`src/design/btbe_pkg.sv`:
```
package btbe_pkg;
    localparam logic [4:0] CodeTaken    = 5'h05;
    localparam logic [4:0] CodeData1    = 5'h08;
    localparam logic [4:0] CodeData2    = 5'h09;
    localparam logic [4:0] CodeData4    = 5'h0B;
    localparam logic [4:0] CodeAddr2    = 5'h0D;
    localparam logic [4:0] CodeAddr3    = 5'h0E;
    localparam logic [4:0] CodeExcept   = 5'h1C;
    localparam logic [1:0] AddrPrefix   = 2'h2;
    localparam logic [1:0] CfgAddrNone  = 2'h0;
    localparam logic [1:0] CfgAddr2     = 2'h1;
    localparam logic [1:0] CfgAddr3     = 2'h2;
    localparam int         CfgTgtLo     = 8;
    localparam logic [2:0] Nibbles2     = 3'h4;
    localparam logic [2:0] Nibbles3     = 3'h6;
    localparam logic [1:0] ExceptMax    = 2'h2;
    localparam int         EntryWidth   = 6;
    localparam int         BufDepth     = 64;
    localparam int         BufAddrWidth = 6;

    typedef struct packed {
        logic        valid;
        logic        takenBranch;
        logic        variantAddr;
        logic [23:0] target;
        logic        simpleStatus;
        logic [4:0]  statusCode;
        logic        exceptMode;
        logic [1:0]  dataBytes;
        logic        dataWrite;
        logic [31:0] dataValue;
    } btbe_retire_t;
endpackage : btbe_pkg

```
`src/design/btbe_trace_store.sv`:
```
`timescale 1ns/1ps
`default_nettype none
module btbe_trace_store (
    input  wire logic                           core_clk,
    input  wire logic                           reset,
    input  wire logic                           writeEn,
    input  wire logic [btbe_pkg::EntryWidth-1:0] writeEntry,
    input  wire logic [btbe_pkg::BufAddrWidth-1:0] readAddr,
    output logic      [btbe_pkg::EntryWidth-1:0] readEntry,
    output logic      [btbe_pkg::BufAddrWidth-1:0] writePtr
);
    logic [btbe_pkg::EntryWidth-1:0]   mem [btbe_pkg::BufDepth];
    logic [btbe_pkg::BufAddrWidth-1:0] ptr_reg;
    logic [btbe_pkg::BufAddrWidth-1:0] ptr_next;

    always_comb begin
        ptr_next = ptr_reg;
        if (writeEn) begin
            ptr_next = ptr_reg + 6'h01;
        end
    end

    always_ff @(posedge core_clk) begin
        if (reset) begin
            ptr_reg <= '0;
        end else begin
            ptr_reg <= ptr_next;
        end
    end

    always_ff @(posedge core_clk) begin
        if (writeEn) begin
            mem[ptr_reg] <= writeEntry;
        end
        readEntry <= mem[readAddr];
    end

    assign writePtr = ptr_reg;
endmodule : btbe_trace_store
`default_nettype wire

```
`src/design/btbe_encoder.sv`:
```
`timescale 1ns/1ps
`default_nettype none
module btbe_encoder (
    input  wire logic                              core_clk,
    input  wire logic                              reset,
    input  wire btbe_pkg::btbe_retire_t            retire,
    output logic                                   retireReady,
    input  wire logic [31:0]                       debugConfig,
    input  wire logic [btbe_pkg::BufAddrWidth-1:0] readAddr,
    output logic      [btbe_pkg::EntryWidth-1:0]   readEntry,
    output logic      [btbe_pkg::BufAddrWidth-1:0] writePtr
);
    typedef enum logic [2:0] {StIdle, StMarker, StAddr, StDataHdr, StData} btbe_state_t;

    btbe_state_t  state_reg, state_next;
    logic [23:0]  addr_reg, addr_next;
    logic [2:0]   nibLeft_reg, nibLeft_next;
    logic [4:0]   marker_reg, marker_next;
    logic [31:0]  data_reg, data_next;
    logic [3:0]   dataLeft_reg, dataLeft_next;
    logic [4:0]   dataCode_reg, dataCode_next;
    logic         dataWr_reg, dataWr_next;
    logic         dataPend_reg, dataPend_next;
    logic [1:0]   exCount_reg, exCount_next;

    logic         wrEn;
    logic [5:0]   wrEntry;
    logic [1:0]   tgtCountSel;
    logic         accept;
    logic         captureOn;
    logic         captureThree;
    logic         exceptWrite;

    assign tgtCountSel  = debugConfig[btbe_pkg::CfgTgtLo +: 2];
    assign retireReady  = (state_reg == StIdle);
    assign accept       = retire.valid && retireReady;
    // Setting 3 is reserved, so it reads as capture off
    assign captureThree = (tgtCountSel == btbe_pkg::CfgAddr3);
    assign captureOn    = retire.takenBranch && retire.variantAddr
                          && (tgtCountSel == btbe_pkg::CfgAddr2 || captureThree);
    assign exceptWrite  = (exCount_reg != btbe_pkg::ExceptMax);

    // Exception run counter
    always_comb begin
        exCount_next = exCount_reg;
        if (accept) begin
            if (!retire.exceptMode) begin
                exCount_next = 2'h0;
            end else if (exceptWrite) begin
                exCount_next = exCount_reg + 2'h1;
            end
        end
    end

    always_ff @(posedge core_clk) begin
        if (reset) begin
            exCount_reg <= '0;
        end else begin
            exCount_reg <= exCount_next;
        end
    end

    // Operand data descriptor
    always_comb begin
        data_next     = data_reg;
        dataLeft_next = dataLeft_reg;
        dataCode_next = dataCode_reg;
        dataWr_next   = dataWr_reg;
        dataPend_next = dataPend_reg;
        if (accept) begin
            // Latched up front, as data rides behind any address nibbles
            data_next     = retire.dataValue;
            dataWr_next   = retire.dataWrite;
            dataPend_next = (retire.dataBytes != 2'h0) && !retire.exceptMode;
            case (retire.dataBytes)
                2'h1: begin
                    dataCode_next = btbe_pkg::CodeData1;
                    dataLeft_next = 4'h2;
                end
                2'h2: begin
                    dataCode_next = btbe_pkg::CodeData2;
                    dataLeft_next = 4'h4;
                end
                default: begin
                    dataCode_next = btbe_pkg::CodeData4;
                    dataLeft_next = 4'h8;
                end
            endcase
        end else if (state_reg == StData) begin
            data_next     = {4'h0, data_reg[31:4]};
            dataLeft_next = dataLeft_reg - 4'h1;
            if (dataLeft_reg == 4'h1) begin
                dataPend_next = 1'b0;
            end
        end
    end

    always_ff @(posedge core_clk) begin
        if (reset) begin
            data_reg     <= '0;
            dataLeft_reg <= '0;
            dataCode_reg <= '0;
            dataWr_reg   <= 1'b0;
            dataPend_reg <= 1'b0;
        end else begin
            data_reg     <= data_next;
            dataLeft_reg <= dataLeft_next;
            dataCode_reg <= dataCode_next;
            dataWr_reg   <= dataWr_next;
            dataPend_reg <= dataPend_next;
        end
    end

    // Branch entry sequencer

    always_comb begin
        state_next   = state_reg;
        addr_next    = addr_reg;
        nibLeft_next = nibLeft_reg;
        marker_next  = marker_reg;
        wrEn         = 1'b0;
        wrEntry      = 6'h00;
        case (state_reg)
            StIdle: begin
                if (accept && retire.exceptMode) begin
                    // Long exception modes would flood the buffer, so two are kept
                    wrEn    = exceptWrite;
                    wrEntry = {1'b0, btbe_pkg::CodeExcept};
                end else if (accept) begin
                    wrEn = 1'b1;
                    if (retire.takenBranch) begin
                        wrEntry = {1'b0, btbe_pkg::CodeTaken};
                    end else begin
                        wrEntry = {1'b0, retire.statusCode};
                    end
                    // Shift right by one drops bit 0 of the target
                    addr_next = {1'b0, retire.target[23:1]};
                    if (captureOn) begin
                        state_next = StMarker;
                        if (captureThree) begin
                            marker_next  = btbe_pkg::CodeAddr3;
                            nibLeft_next = btbe_pkg::Nibbles3;
                        end else begin
                            marker_next  = btbe_pkg::CodeAddr2;
                            nibLeft_next = btbe_pkg::Nibbles2;
                        end
                    end else if (dataPend_next) begin
                        state_next = StDataHdr;
                    end
                end
            end
            StMarker: begin
                wrEn       = 1'b1;
                wrEntry    = {1'b0, marker_reg};
                state_next = StAddr;
            end
            StAddr: begin
                wrEn         = 1'b1;
                wrEntry      = {btbe_pkg::AddrPrefix, addr_reg[3:0]};
                addr_next    = {4'h0, addr_reg[23:4]};
                nibLeft_next = nibLeft_reg - 3'h1;
                if (nibLeft_reg == 3'h1) begin
                    state_next = dataPend_reg ? StDataHdr : StIdle;
                end
            end
            StDataHdr: begin
                wrEn       = 1'b1;
                wrEntry    = {1'b0, dataCode_reg};
                state_next = StData;
            end
            StData: begin
                wrEn    = 1'b1;
                wrEntry = {1'b1, dataWr_reg, data_reg[3:0]};
                if (dataLeft_reg == 4'h1) begin
                    state_next = StIdle;
                end
            end
            default: begin
                state_next = StIdle;
            end
        endcase
    end

    always_ff @(posedge core_clk) begin
        if (reset) begin
            state_reg   <= StIdle;
            addr_reg    <= '0;
            nibLeft_reg <= '0;
            marker_reg  <= '0;
        end else begin
            state_reg   <= state_next;
            addr_reg    <= addr_next;
            nibLeft_reg <= nibLeft_next;
            marker_reg  <= marker_next;
        end
    end

    // Buffer contents survive reset; only the pointer restarts
    btbe_trace_store u_store (
        .core_clk   (core_clk),
        .reset      (reset),
        .writeEn    (wrEn),
        .writeEntry (wrEntry),
        .readAddr   (readAddr),
        .readEntry  (readEntry),
        .writePtr   (writePtr)
    );
endmodule : btbe_encoder
`default_nettype wire

```
`config.mk`:
```
export PLATFORM = sky130hd
export DESIGN_NAME = btbe_encoder
export DESIGN_NICKNAME = d
export VERILOG_FILES = /design/src/design/btbe_pkg.sv /design/src/design/btbe_trace_store.sv /design/src/design/btbe_encoder.sv
export SDC_FILE = /design/constraint.sdc
export NUM_CORES = 1
export LEC_CHECK = 0
export BUFFER_PORTS_ARGS = -buffer_cell sky130_fd_sc_hd__buf_2
export CAP_MARGIN = 20
export CORE_MARGIN = 2
export CORE_UTILIZATION = 55
export CTS_BUF_LIST = sky130_fd_sc_hd__clkbuf_8
export CTS_CLUSTER_SIZE = 12
export DETAILED_ROUTE_END_ITERATION = 8
export PLACE_DENSITY = 0.81
export SLEW_MARGIN = 5
export SYNTH_ARGS = -nofsm -noshare
export SYNTH_HDL_FRONTEND = slang
export SYNTH_HIERARCHICAL = 1
export SYNTH_SLANG_ARGS = --single-unit
```
`constraint.sdc`:
```
create_clock -name core_clk -period 5.55 [get_ports core_clk]
set_input_delay 0.555 -clock core_clk [delete_from_list [all_inputs] [get_ports core_clk]]
set_output_delay 0.555 -clock core_clk [all_outputs]
set_load 0.02 [all_outputs]
```
# [Word level (Yosys, flattened, before mapping)]
# Memory sizes are Yosys's and may differ from the RTL's. A register that Yosys moved wholly into a read port is not among the register bits.
# Cells that the tools add are included.
[classes] add_sub_neg=4 n_eq_ne=18 n_mux=37 n_bitwise=1 reduce_logical=17
[ops] cell="two-way mux 32 bit" count=2
[ops] cell="two-way mux 24 bit" count=2
[ops] cell="case mux 24 bit (2 select lines)" count=1
[ops] cell="case mux 6 bit (5 select lines)" count=1
[ops] cell="two-way mux 3 bit" count=9
[ops] cell="two-way mux 5 bit" count=3
[ops] cell="case mux 3 bit (5 select lines)" count=1
[ops] cell="two-way mux 2 bit" count=5
[ops] cell="two-way mux 4 bit" count=2
[ops] cell="inequality test 2 x 1 -> 1 bit, second input constant" count=4
[ops] cell="case mux 4 bit (2 select lines)" count=1
[ops] cell="AND reduction 4 bit" count=2
[ops] cell="two-way mux 1 bit" count=7
[ops] cell="adder 6 x 1 -> 6 bit, second input constant" count=1
[ops] cell="equality test 3 x 1 -> 1 bit, second input constant" count=2
[ops] cell="equality test 3 x 2 -> 1 bit, second input constant" count=2
[ops] cell="inequality test 2 bit, second input constant" count=3
[ops] cell="case mux 3 bit (2 select lines)" count=1
[ops] cell="nonzero test 2 bit" count=3
[ops] cell="logical AND 1 bit" count=5
[ops] cell="AND reduction 5 bit" count=1
[ops] cell="equality test 2 x 1 -> 1 bit, second input constant" count=2
[ops] cell="equality test 2 bit, second input constant" count=2
[ops] cell="equality test 4 x 1 -> 1 bit, second input constant" count=1
[ops] cell="other kinds (14)" count=14
[totals] reg_bits=86 ram_bits=384 input_bits=109 output_inout_bits=13 word_cells=89 memories=1
[mem_list] name="u_store.mem" words=64 width=6 read_ports=1 rd_clocked_by_memory_dff=1 wr=1 line="btbe_trace_store.sv:12" source="logic [btbe_pkg::EntryWidth-1:0] mem [btbe_pkg::BufDepth];"

# [Depth between registers and ports, before layout]
# Gate-level depths: netlist (run 1).
[depth] ltp_word=9 depth_mapped=10 depth_no_buf=9

# [Hierarchy]
# The synthesis (run 1) kept the hierarchy.
[by_module_without_submodules] mod="btbe_trace_store" n_inst=1 cells_each=758 area_per_inst_um2=15509.9 seq_area_each_um2=11771.3
[by_module_without_submodules] mod="btbe_encoder" n_inst=1 cells_each=420 area_per_inst_um2=3520.9 seq_area_each_um2=1501.4

# [Least setup slack after synthesis (run 1)]
# No wires, ideal clock.
[synth_timing] path_kind="register -> register" start="reg state_reg[1]" end="mem u_store/mem[0][1] (netlist bit) (data pin)" setup_time_ns=0.702 arrival_ns=3.394 required_time_ns=4.848 setup_slack_ns=1.454 path_stages_with_launch=5 n_path_buf=1 period_less_slack_ns=4.096 path_cell_list="dfxtp_1 -> buf_2 -> mux2_2 -> a22oi_1 -> o21ai_0"
[synth_via] elab_chain_cells=5 elab_cells_between_ends=10 classes_between="eq/ne (4); mux (3); reduce/logical (3)"
[synth_rtl] element="start: declaration" line="btbe_encoder.sv:15" source="btbe_state_t state_reg, state_next;"
[synth_rtl] element="start signal: assignment" line="btbe_encoder.sv:186" source="state_reg <= StIdle;"
[synth_rtl] element="start signal: assignment" line="btbe_encoder.sv:191" source="state_reg <= state_next;"
[synth_rtl] element="logical NOT 3 bit" line="btbe_encoder.sv:35, btbe_encoder.sv:123"
[synth_rtl] element="logical AND 1 bit" line="btbe_encoder.sv:36" source="assign accept = retire.valid && retireReady;"
[synth_rtl] element="two-way mux 5 bit or logical AND 1 bit (tied branches)" line="btbe_encoder.sv:129, btbe_encoder.sv:125"
[synth_rtl] element="two-way mux 5 bit" line="btbe_encoder.sv:125" source="if (accept && retire.exceptMode) begin"
[synth_rtl] element="case mux 6 bit (5 select lines) *" line="btbe_encoder.sv:123" source="case (state_reg)"
[synth_rtl] element="via wrEntry[1]" line="btbe_encoder.sv:27" source="logic [5:0] wrEntry;"
[synth_rtl] element="end: declaration" line="btbe_trace_store.sv:12"
# Mark *: on every way through the listed nets, which the timed path passes. The rest lies on a longest branch.

# [Worst setup path in the final report (run 1)]
[layout_timing] start="reg state_reg[2]" end="mem u_store/mem[39][0] (netlist bit) (enable)"
[layout_via] elab_chain_cells=7 elab_cells_between_ends=13 classes_between="eq/ne (4); mux (5); reduce/logical (4)"
[layout_rtl] element="logical NOT 3 bit" line="btbe_encoder.sv:35, btbe_encoder.sv:123"
[layout_rtl] element="logical AND 1 bit" line="btbe_encoder.sv:36"
[layout_rtl] element="two-way mux 1 bit or logical AND 1 bit (tied branches)" line="btbe_encoder.sv:129, btbe_encoder.sv:125"
[layout_rtl] element="two-way mux 1 bit" line="btbe_encoder.sv:125"
[layout_rtl] element="case mux 1 bit (2 select lines) *" line="btbe_encoder.sv:123"
[layout_rtl] element="via wrEn" line="btbe_encoder.sv:26" source="logic wrEn;"
[layout_rtl] element="two-way mux 1 bit *" line="btbe_trace_store.sv:32" source="if (writeEn) begin"
[layout_rtl] element="two-way mux 1 bit (not written as such) *" line="btbe_trace_store.sv:33" source="mem[ptr_reg] <= writeEntry;"
# Marks and branches as above.

==> results of run 1 <==
power groups by stage:
stage | combinational (mW) | clock [mW] | sequential (mW)
CTS | 1.44 | 2.55 | 4.52
finish | 1.47 | 2.50 | 4.52
global route | 1.61 | 2.70 | 4.55
detailed placement | 1.44 | 0 | 4.60
floorplan | 1.05 | 0 | 4.56
global placement | 1.38 | 0 | 4.58
through the flow:
step / instances / area [um^2] / hold WS [ns]
after floorplan: 1178 / 19000 / 0.432
after global placement: 1661 / 19800 / 0.441
after detailed placement: 1661 / 19800 / 0.444
after CTS: 1787 / 21000 / 0.185
after global routing: 1788 / 21000 / 0.195
final: 1788 / 21000 / 0.223
final cells by class:
type / count / area (um^2) / share of cell area, %
flip-flops and latches: 471 / 13300 / 63.1
multi-input cells: 614 / 5300 / 25.2
clock buffers: 73 / 1000 / 4.78
repair buffers: 107 / 602 / 2.86
well taps: 455 / 569 / 2.71
clock inverters: 53 / 236 / 1.12
inverters: 15 / 56.3 / 0.268
layer usage:
layer,wire (um),up-vias,global-route usage [%],share of wire [%]
li1,-,4856,-,-
met1,15200,5410,28.8,38
met2,19600,596,37.3,49
met3,3850,106,5.88,9.6
met4,1400,2,9.48,3.5
met5,13,-,0,0.032
Yosys cell counts, types with 4 or more instances:
cell type,instances
a211oi_1,9
o21ai_1,6
a32oi_1,6
buf_4,4
ha_1,11
or2_2,4
a311oi_1,21
mux2i_1,14
nor3_1,7
nor3b_1,4
buf_2,12
o22ai_1,12
o21ai_0,5
and3_1,4
a221oi_1,6
mux4_1,11
mux2_2,15
a32o_1,5
dfxtp_1,87
a21oi_1,51
edfxtp_1,384
nor2_1,105
and2_1,4
o221ai_1,7
buf_1,6
mux4_2,80
nand3_1,16
nand2b_1,5
nor2b_1,9
buf_6,13
a22oi_1,40
nand2_1,110
or3b_2,4
inv_1,13
clkbuf_1,40
worst reg2reg max path: cells and delay by family (launching register included):
| kind | cells | cell delay (ns) |
|---|---|---|
| simple gates | 4 | 1.98 |
| flops | 1 | 0.78 |
| buf+inv | 1 | 0.23 |
| compound gates | 2 | 0.20 |
cells by family (layout without fill, tap and decap cells):
logic type / Yosys count / in the layout
compound gates: 184 / 184
flops: 471 / 471
simple gates: 294 / 294
xor+xnor: 5 / 5
fa+ha+maj: 11 / 11
buf+inv: 93 / 248
mux: 120 / 120
worst paths after layout:
path	depth (start not counted)	start	endpoint	slack, ns
worst max-delay path	7	state_reg[2]	u_store/mem[39][0]	2.00
worst min-delay path	3	retire[32]	dataWr_reg	0.22
worst max register to register	7	state_reg[2]	u_store/mem[39][0]	2.00
worst min register to register	2	addr_reg[21]	addr_reg[21]	0.45
==> reports/metrics.yaml, run 1 <==
status: "complete, no violations"
cts_max_level: 3
ctsResizeCount: 0
setup_viol: 0
pwr-share-clk_pct: 29.4
wl_per_cell_um: 22.4
async_flop_share_pct: 0
swShare_pct: 28.8
tightest_slew_ns: 1.09
drt_iter0_drc: 1235
fin_util_pct: 61.4
critPathTopFamily: "simple AND/OR/NAND/NOR gates"
start_util_pct: 55.5
port_buffers: 89
syn_nets: 1298
avgViaCountPerCell: 6.14
nets: 1402
ys_seq_area_share_pct: 69.7
drt_wl_total_um: 40000
hold_class: "primary input to flip-flop"
maxCapViolCount: 0
synth_xor_area_share_pct: 0.230
mostFrequentLayoutCells: "edfxtp_1 (384), nand2_1 (109), nor2_1 (105)"
design.die.area_mm2: 0.0361
final.setup.tns_ns: 0
dpl_worst_slack_ns: 2.02
dominantRegCellSynth: "edfxtp_1"
yosysTopAreaCell: "edfxtp_1"
slowest_stage: "nor3b_1"
synth_compound_area_share_pct: 6.80
yosysWarnings: 6
p_leak_nw: 7.09
grt_pass1_wl_um: 61700
grt_pass1_vias: 11100
fin_skew_ns: 0.0402
hold_viol: 0
syn_area_mm2: 0.0190
syn_inst: 1178
antenna_found_initial: 1
routabilityCongestion: 0.832
rows: 68
cts.clk_slew.worst_paths_ns: 0.05
netlist-cell-type-count: 68
fin_crit_sh_pct: 63.9
worstPathMaxFanout: 17
cts_hold_buf: 0
clock.fmax_mhz: 282
post-cts-setup-buffers: 0
syn_to_final_growth_pct: 10.6
start_kind: "flip-flop"
dieWidth_um: 190
antenna_left: 0
first_pass_iters: 6
synthAdderAreaFrac_pct: 0.723
slew_headroom_pct: 26.8
gr-usage-all-layers_pct: 22.7
dp_hpwl_um: 24600
synth_top_family_by_area: "multiplexers"
synthMuxAreaShare_pct: 12.6
peakVddDrop_mv: 0.283
power_switching_mw: 2.45
cp.arrival_ns: 3.76
antennaDiodeCount: 0
synthSimpleGateAreaFrac_pct: 7.16
period_minus_slack_ns: 3.55
fin_ws_ns: 2.00
drive_gt1_share_pct: 23.2
drc: 0
crit_buf_inv: 1
final_common_cell: "edfxtp_1"
clk_latency_ns: 0.61
maxSlewViolCount: 0
grt_overflow: 0
cts_made_buffers: 73
total_power_mw: 8.48
fp.dieH_um: 190
pin_count: 122
cts_tree: "done"
cp-end-kind: "flip-flop"
synth_area_leaders: "edfxtp_1 (61%), mux4_2 (9.5%), dfxtp_1 (9.2%), nand2_1 (2.2%), nor2_1 (2.1%)"
power_density_mw_per_mm2: 403
clock-root-buffer: "clkbuf_8"
crit_type: "flip-flop to flip-flop"
fillers: 2465
critPathRequiredTime_ns: 5.77
cpMostUsedCell: "a21oi_1"
synth_edf_count: 384
rsz0062_at_grt: "no"
core_mm2: 0.0343
syn_area_per_cell_um2: 16.2
largest_reg_flops: 384
vias: 11000
synth_top_cell_area_share_pct: 60.6
cts_buffer_depth: 3
power_frac_seq_pct: 53.3
ys_seq_elements: 471
grt_max_degree: 81
worstPathCellList: "or3_4, a21oi_1, a21oi_1, buf_4, nand4_1, or2_2, nor3b_1"
intPower_mw: 6.04
cts_sinks: 471
comb_power_share_pct: 17.3
slowest_delay_ns: 0.90
No activity file was read; power rests on OpenSTA's default activity.
==> run 2, diff against run 1 <==
Clock period 5.55 ns to 3.4 ns, I/O delays scaled along.
==> reports/metrics.yaml, run 2 (same netlist as run 1, synthesis figures left out) <==
peakVddDrop_mv: 0.480  # was 0.283 mV
grt_max_degree: 65  # was 81
cts_buffer_depth: 3  # unchanged
holdPathStages: 3  # unchanged
r2r-end: "u_store/mem[62][5]"  # was u_store/mem[39][0]
cp-end-kind: "flip-flop"  # unchanged
post-cts-setup-buffers: 0  # unchanged
setup_viol: 0  # unchanged
power_density_mw_per_mm2: 659  # was 403 mW/mm^2
grt_pass1_wl_um: 61600  # was 61700 um
grt_pass1_vias: 11100  # about the same
cp.arrival_ns: 3.23  # was 3.76 ns
fillers: 2400  # was 2465
critPathRequiredTime_ns: 3.60  # was 5.77 ns
hold_class: "primary input to flip-flop"  # unchanged
total_power_mw: 14.1  # was 8.48 mW
hp-start: "retire[63]"  # was retire[32]
mostFrequentLayoutCells: "edfxtp_1 (384), nand2_1 (109), nor2_1 (105)"  # unchanged
antennaDiodeCount: 0  # unchanged
clock.fmax_mhz: 331  # was 282 MHz
clk_latency_ns: 0.61  # about the same
stdcell_count: 1830  # was 1788
design.die.area_mm2: 0.0361  # unchanged
status: "complete, no violations"  # unchanged
final_common_cell: "edfxtp_1"  # unchanged
cts_made_buffers: 73  # unchanged
grt_overflow: 0  # unchanged
fin_skew_ns: 0.0456  # was 0.0402 ns
slew_headroom_pct: 45.3  # was 26.8%
worstPathMaxFanout: 16  # was 17
largest_reg_flops: 384  # unchanged
drive_gt1_share_pct: 25.4  # was 23.2%
drt_wl_total_um: 40000  # about the same
antenna_found_initial: 0  # was 1
avgViaCountPerCell: 6.01  # was 6.14
worstRegToRegCells: 7  # unchanged
multiInputGateArea_mm2: 0.00530  # unchanged
start_util_pct: 55.5  # unchanged
cts_max_level: 3  # unchanged
ff_latch_area_mm2: 0.0133  # unchanged
first_pass_iters: 5  # was 6
dp_hpwl_um: 24700  # was 24600 um
r2r_slack_ns: 0.38  # was 2.00 ns
tightest_slew_ns: 0.821  # was 1.09 ns
rsz0062_at_grt: "no"  # unchanged
pin_count: 122  # unchanged
cts.clk_slew.worst_paths_ns: 0.06  # was 0.05 ns
fin_crit_sh_pct: 88.9  # was 63.9%
gr-usage-all-layers_pct: 22.5  # was 22.7%
crit_type: "flip-flop to flip-flop"  # unchanged
slowest_stage: "dfxtp_1"  # was nor3b_1
hold_viol: 0  # unchanged
fp.dieH_um: 190  # unchanged
nets: 1438  # was 1402
final.setup.tns_ns: 0  # unchanged
worstPathCellList: "or3_4, a21oi_1, a21oi_1, buf_4, nor2b_1, nand3_1, nor2_1"  # was or3_4, a21oi_1, a21oi_1, buf_4, nand4_1, or2_2, nor3b_1
routabilityCongestion: 0.858  # was 0.832
slowest_delay_ns: 0.72  # was 0.90 ns
dieWidth_um: 190  # unchanged
cpMostUsedCell: "a21oi_1"  # unchanged
placed_cells: 1689  # was 1661
maxSlewViolCount: 0  # unchanged
cts_sinks: 471  # unchanged
hold_ws_ns: 0.0324  # was 0.223 ns
p_leak_nw: 7.33  # was 7.09 nW
cts_tree: "done"  # unchanged
crit_buf_inv: 1  # unchanged
vias: 11000  # about the same
maxCapViolCount: 0  # unchanged
drt_iter0_drc: 1170  # was 1235
critPathTopFamily: "simple AND/OR/NAND/NOR gates"  # unchanged
rows: 68  # unchanged
start_kind: "flip-flop"  # unchanged
r2r_start: "state_reg[0]"  # was state_reg[2]
period_minus_slack_ns: 3.02  # was 3.55 ns
port_buffers: 89  # unchanged
wl_per_cell_um: 21.9  # was 22.4 um
syn_to_final_growth_pct: 12.7  # was 10.6%
antenna_left: 0  # unchanged
whs_endpoint: "addr_reg[20]"  # was dataWr_reg
clock-root-buffer: "clkbuf_8"  # unchanged
drc: 0  # unchanged
core_mm2: 0.0343  # unchanged
fin_util_pct: 62.5  # was 61.4%
run 2: layout make-up:
| class | instances | area share [%] |
|---|---|---|
| Clock inverter | 51 | 1.16 |
| Sequential cell | 471 | 61.9 |
| Multi-Input combinational cell | 614 | 24.7 |
| Clock buffer | 81 | 5.20 |
| Tap cell | 455 | 2.66 |
| Timing Repair Buffer | 143 | 4.11 |
| Inverter | 15 | 0.263 |
run 2: worst max-delay path by stage:
| stage | from | endpoint | slack [ns] | cells after the start |
|---|---|---|---|---|
| floorplan | state_reg[0] | u_store/mem[0][2] | -0.06 | 3 |
| global placement | state_reg[0] | u_store/mem[62][4] | 0.49 | 7 |
| detailed placement | state_reg[0] | u_store/mem[62][5] | 0.44 | 7 |
| CTS | state_reg[0] | u_store/mem[62][5] | 0.43 | 7 |
| global route | state_reg[0] | u_store/mem[62][5] | 0.26 | 7 |
| finish | state_reg[0] | u_store/mem[62][5] | 0.38 | 7 |
run 2: repair_timing:
action | in CTS | in global routing
gates resized for setup | 0 | 0
hold endpoints to repair | 9 | 0
hold buffers | 9 | 0
run 2: worst reg2reg max path, cell delays in order, from the launching register on:
cell,delay [ns]
dfxtp_1,0.72
or3_4,0.26
a21oi_1,0.04
a21oi_1,0.17
buf_4,0.22
nor2b_1,0.27
nand3_1,0.35
nor2_1,0.62
run 2: report_power, final:
part	internal [mW]	switching [mW]	total, mW
clock	2.22	2.13	4.35
combinational	0.746	1.65	2.39
sequential	7.11	0.273	7.38
total	10.1	4.05	14.1
run 2: through the flow:
stage	instance area [um^2]	setup slack, ns
after CTS	21400	0.433
after floorplan	19000	-0.0621
after global routing	21400	0.260
after detailed placement	20000	0.442
final	21400	0.378
after global placement	20000	0.486
run 2: layer usage:
layer | track usage, % | wire [um] | vias up
li1 | - | - | 4921
met3 | 5.40 | 3820 | 113
met1 | 29.3 | 15300 | 5393
met2 | 36.8 | 19500 | 579
met4 | 9.42 | 1450 | 0
met5 | 0 | 0 | -
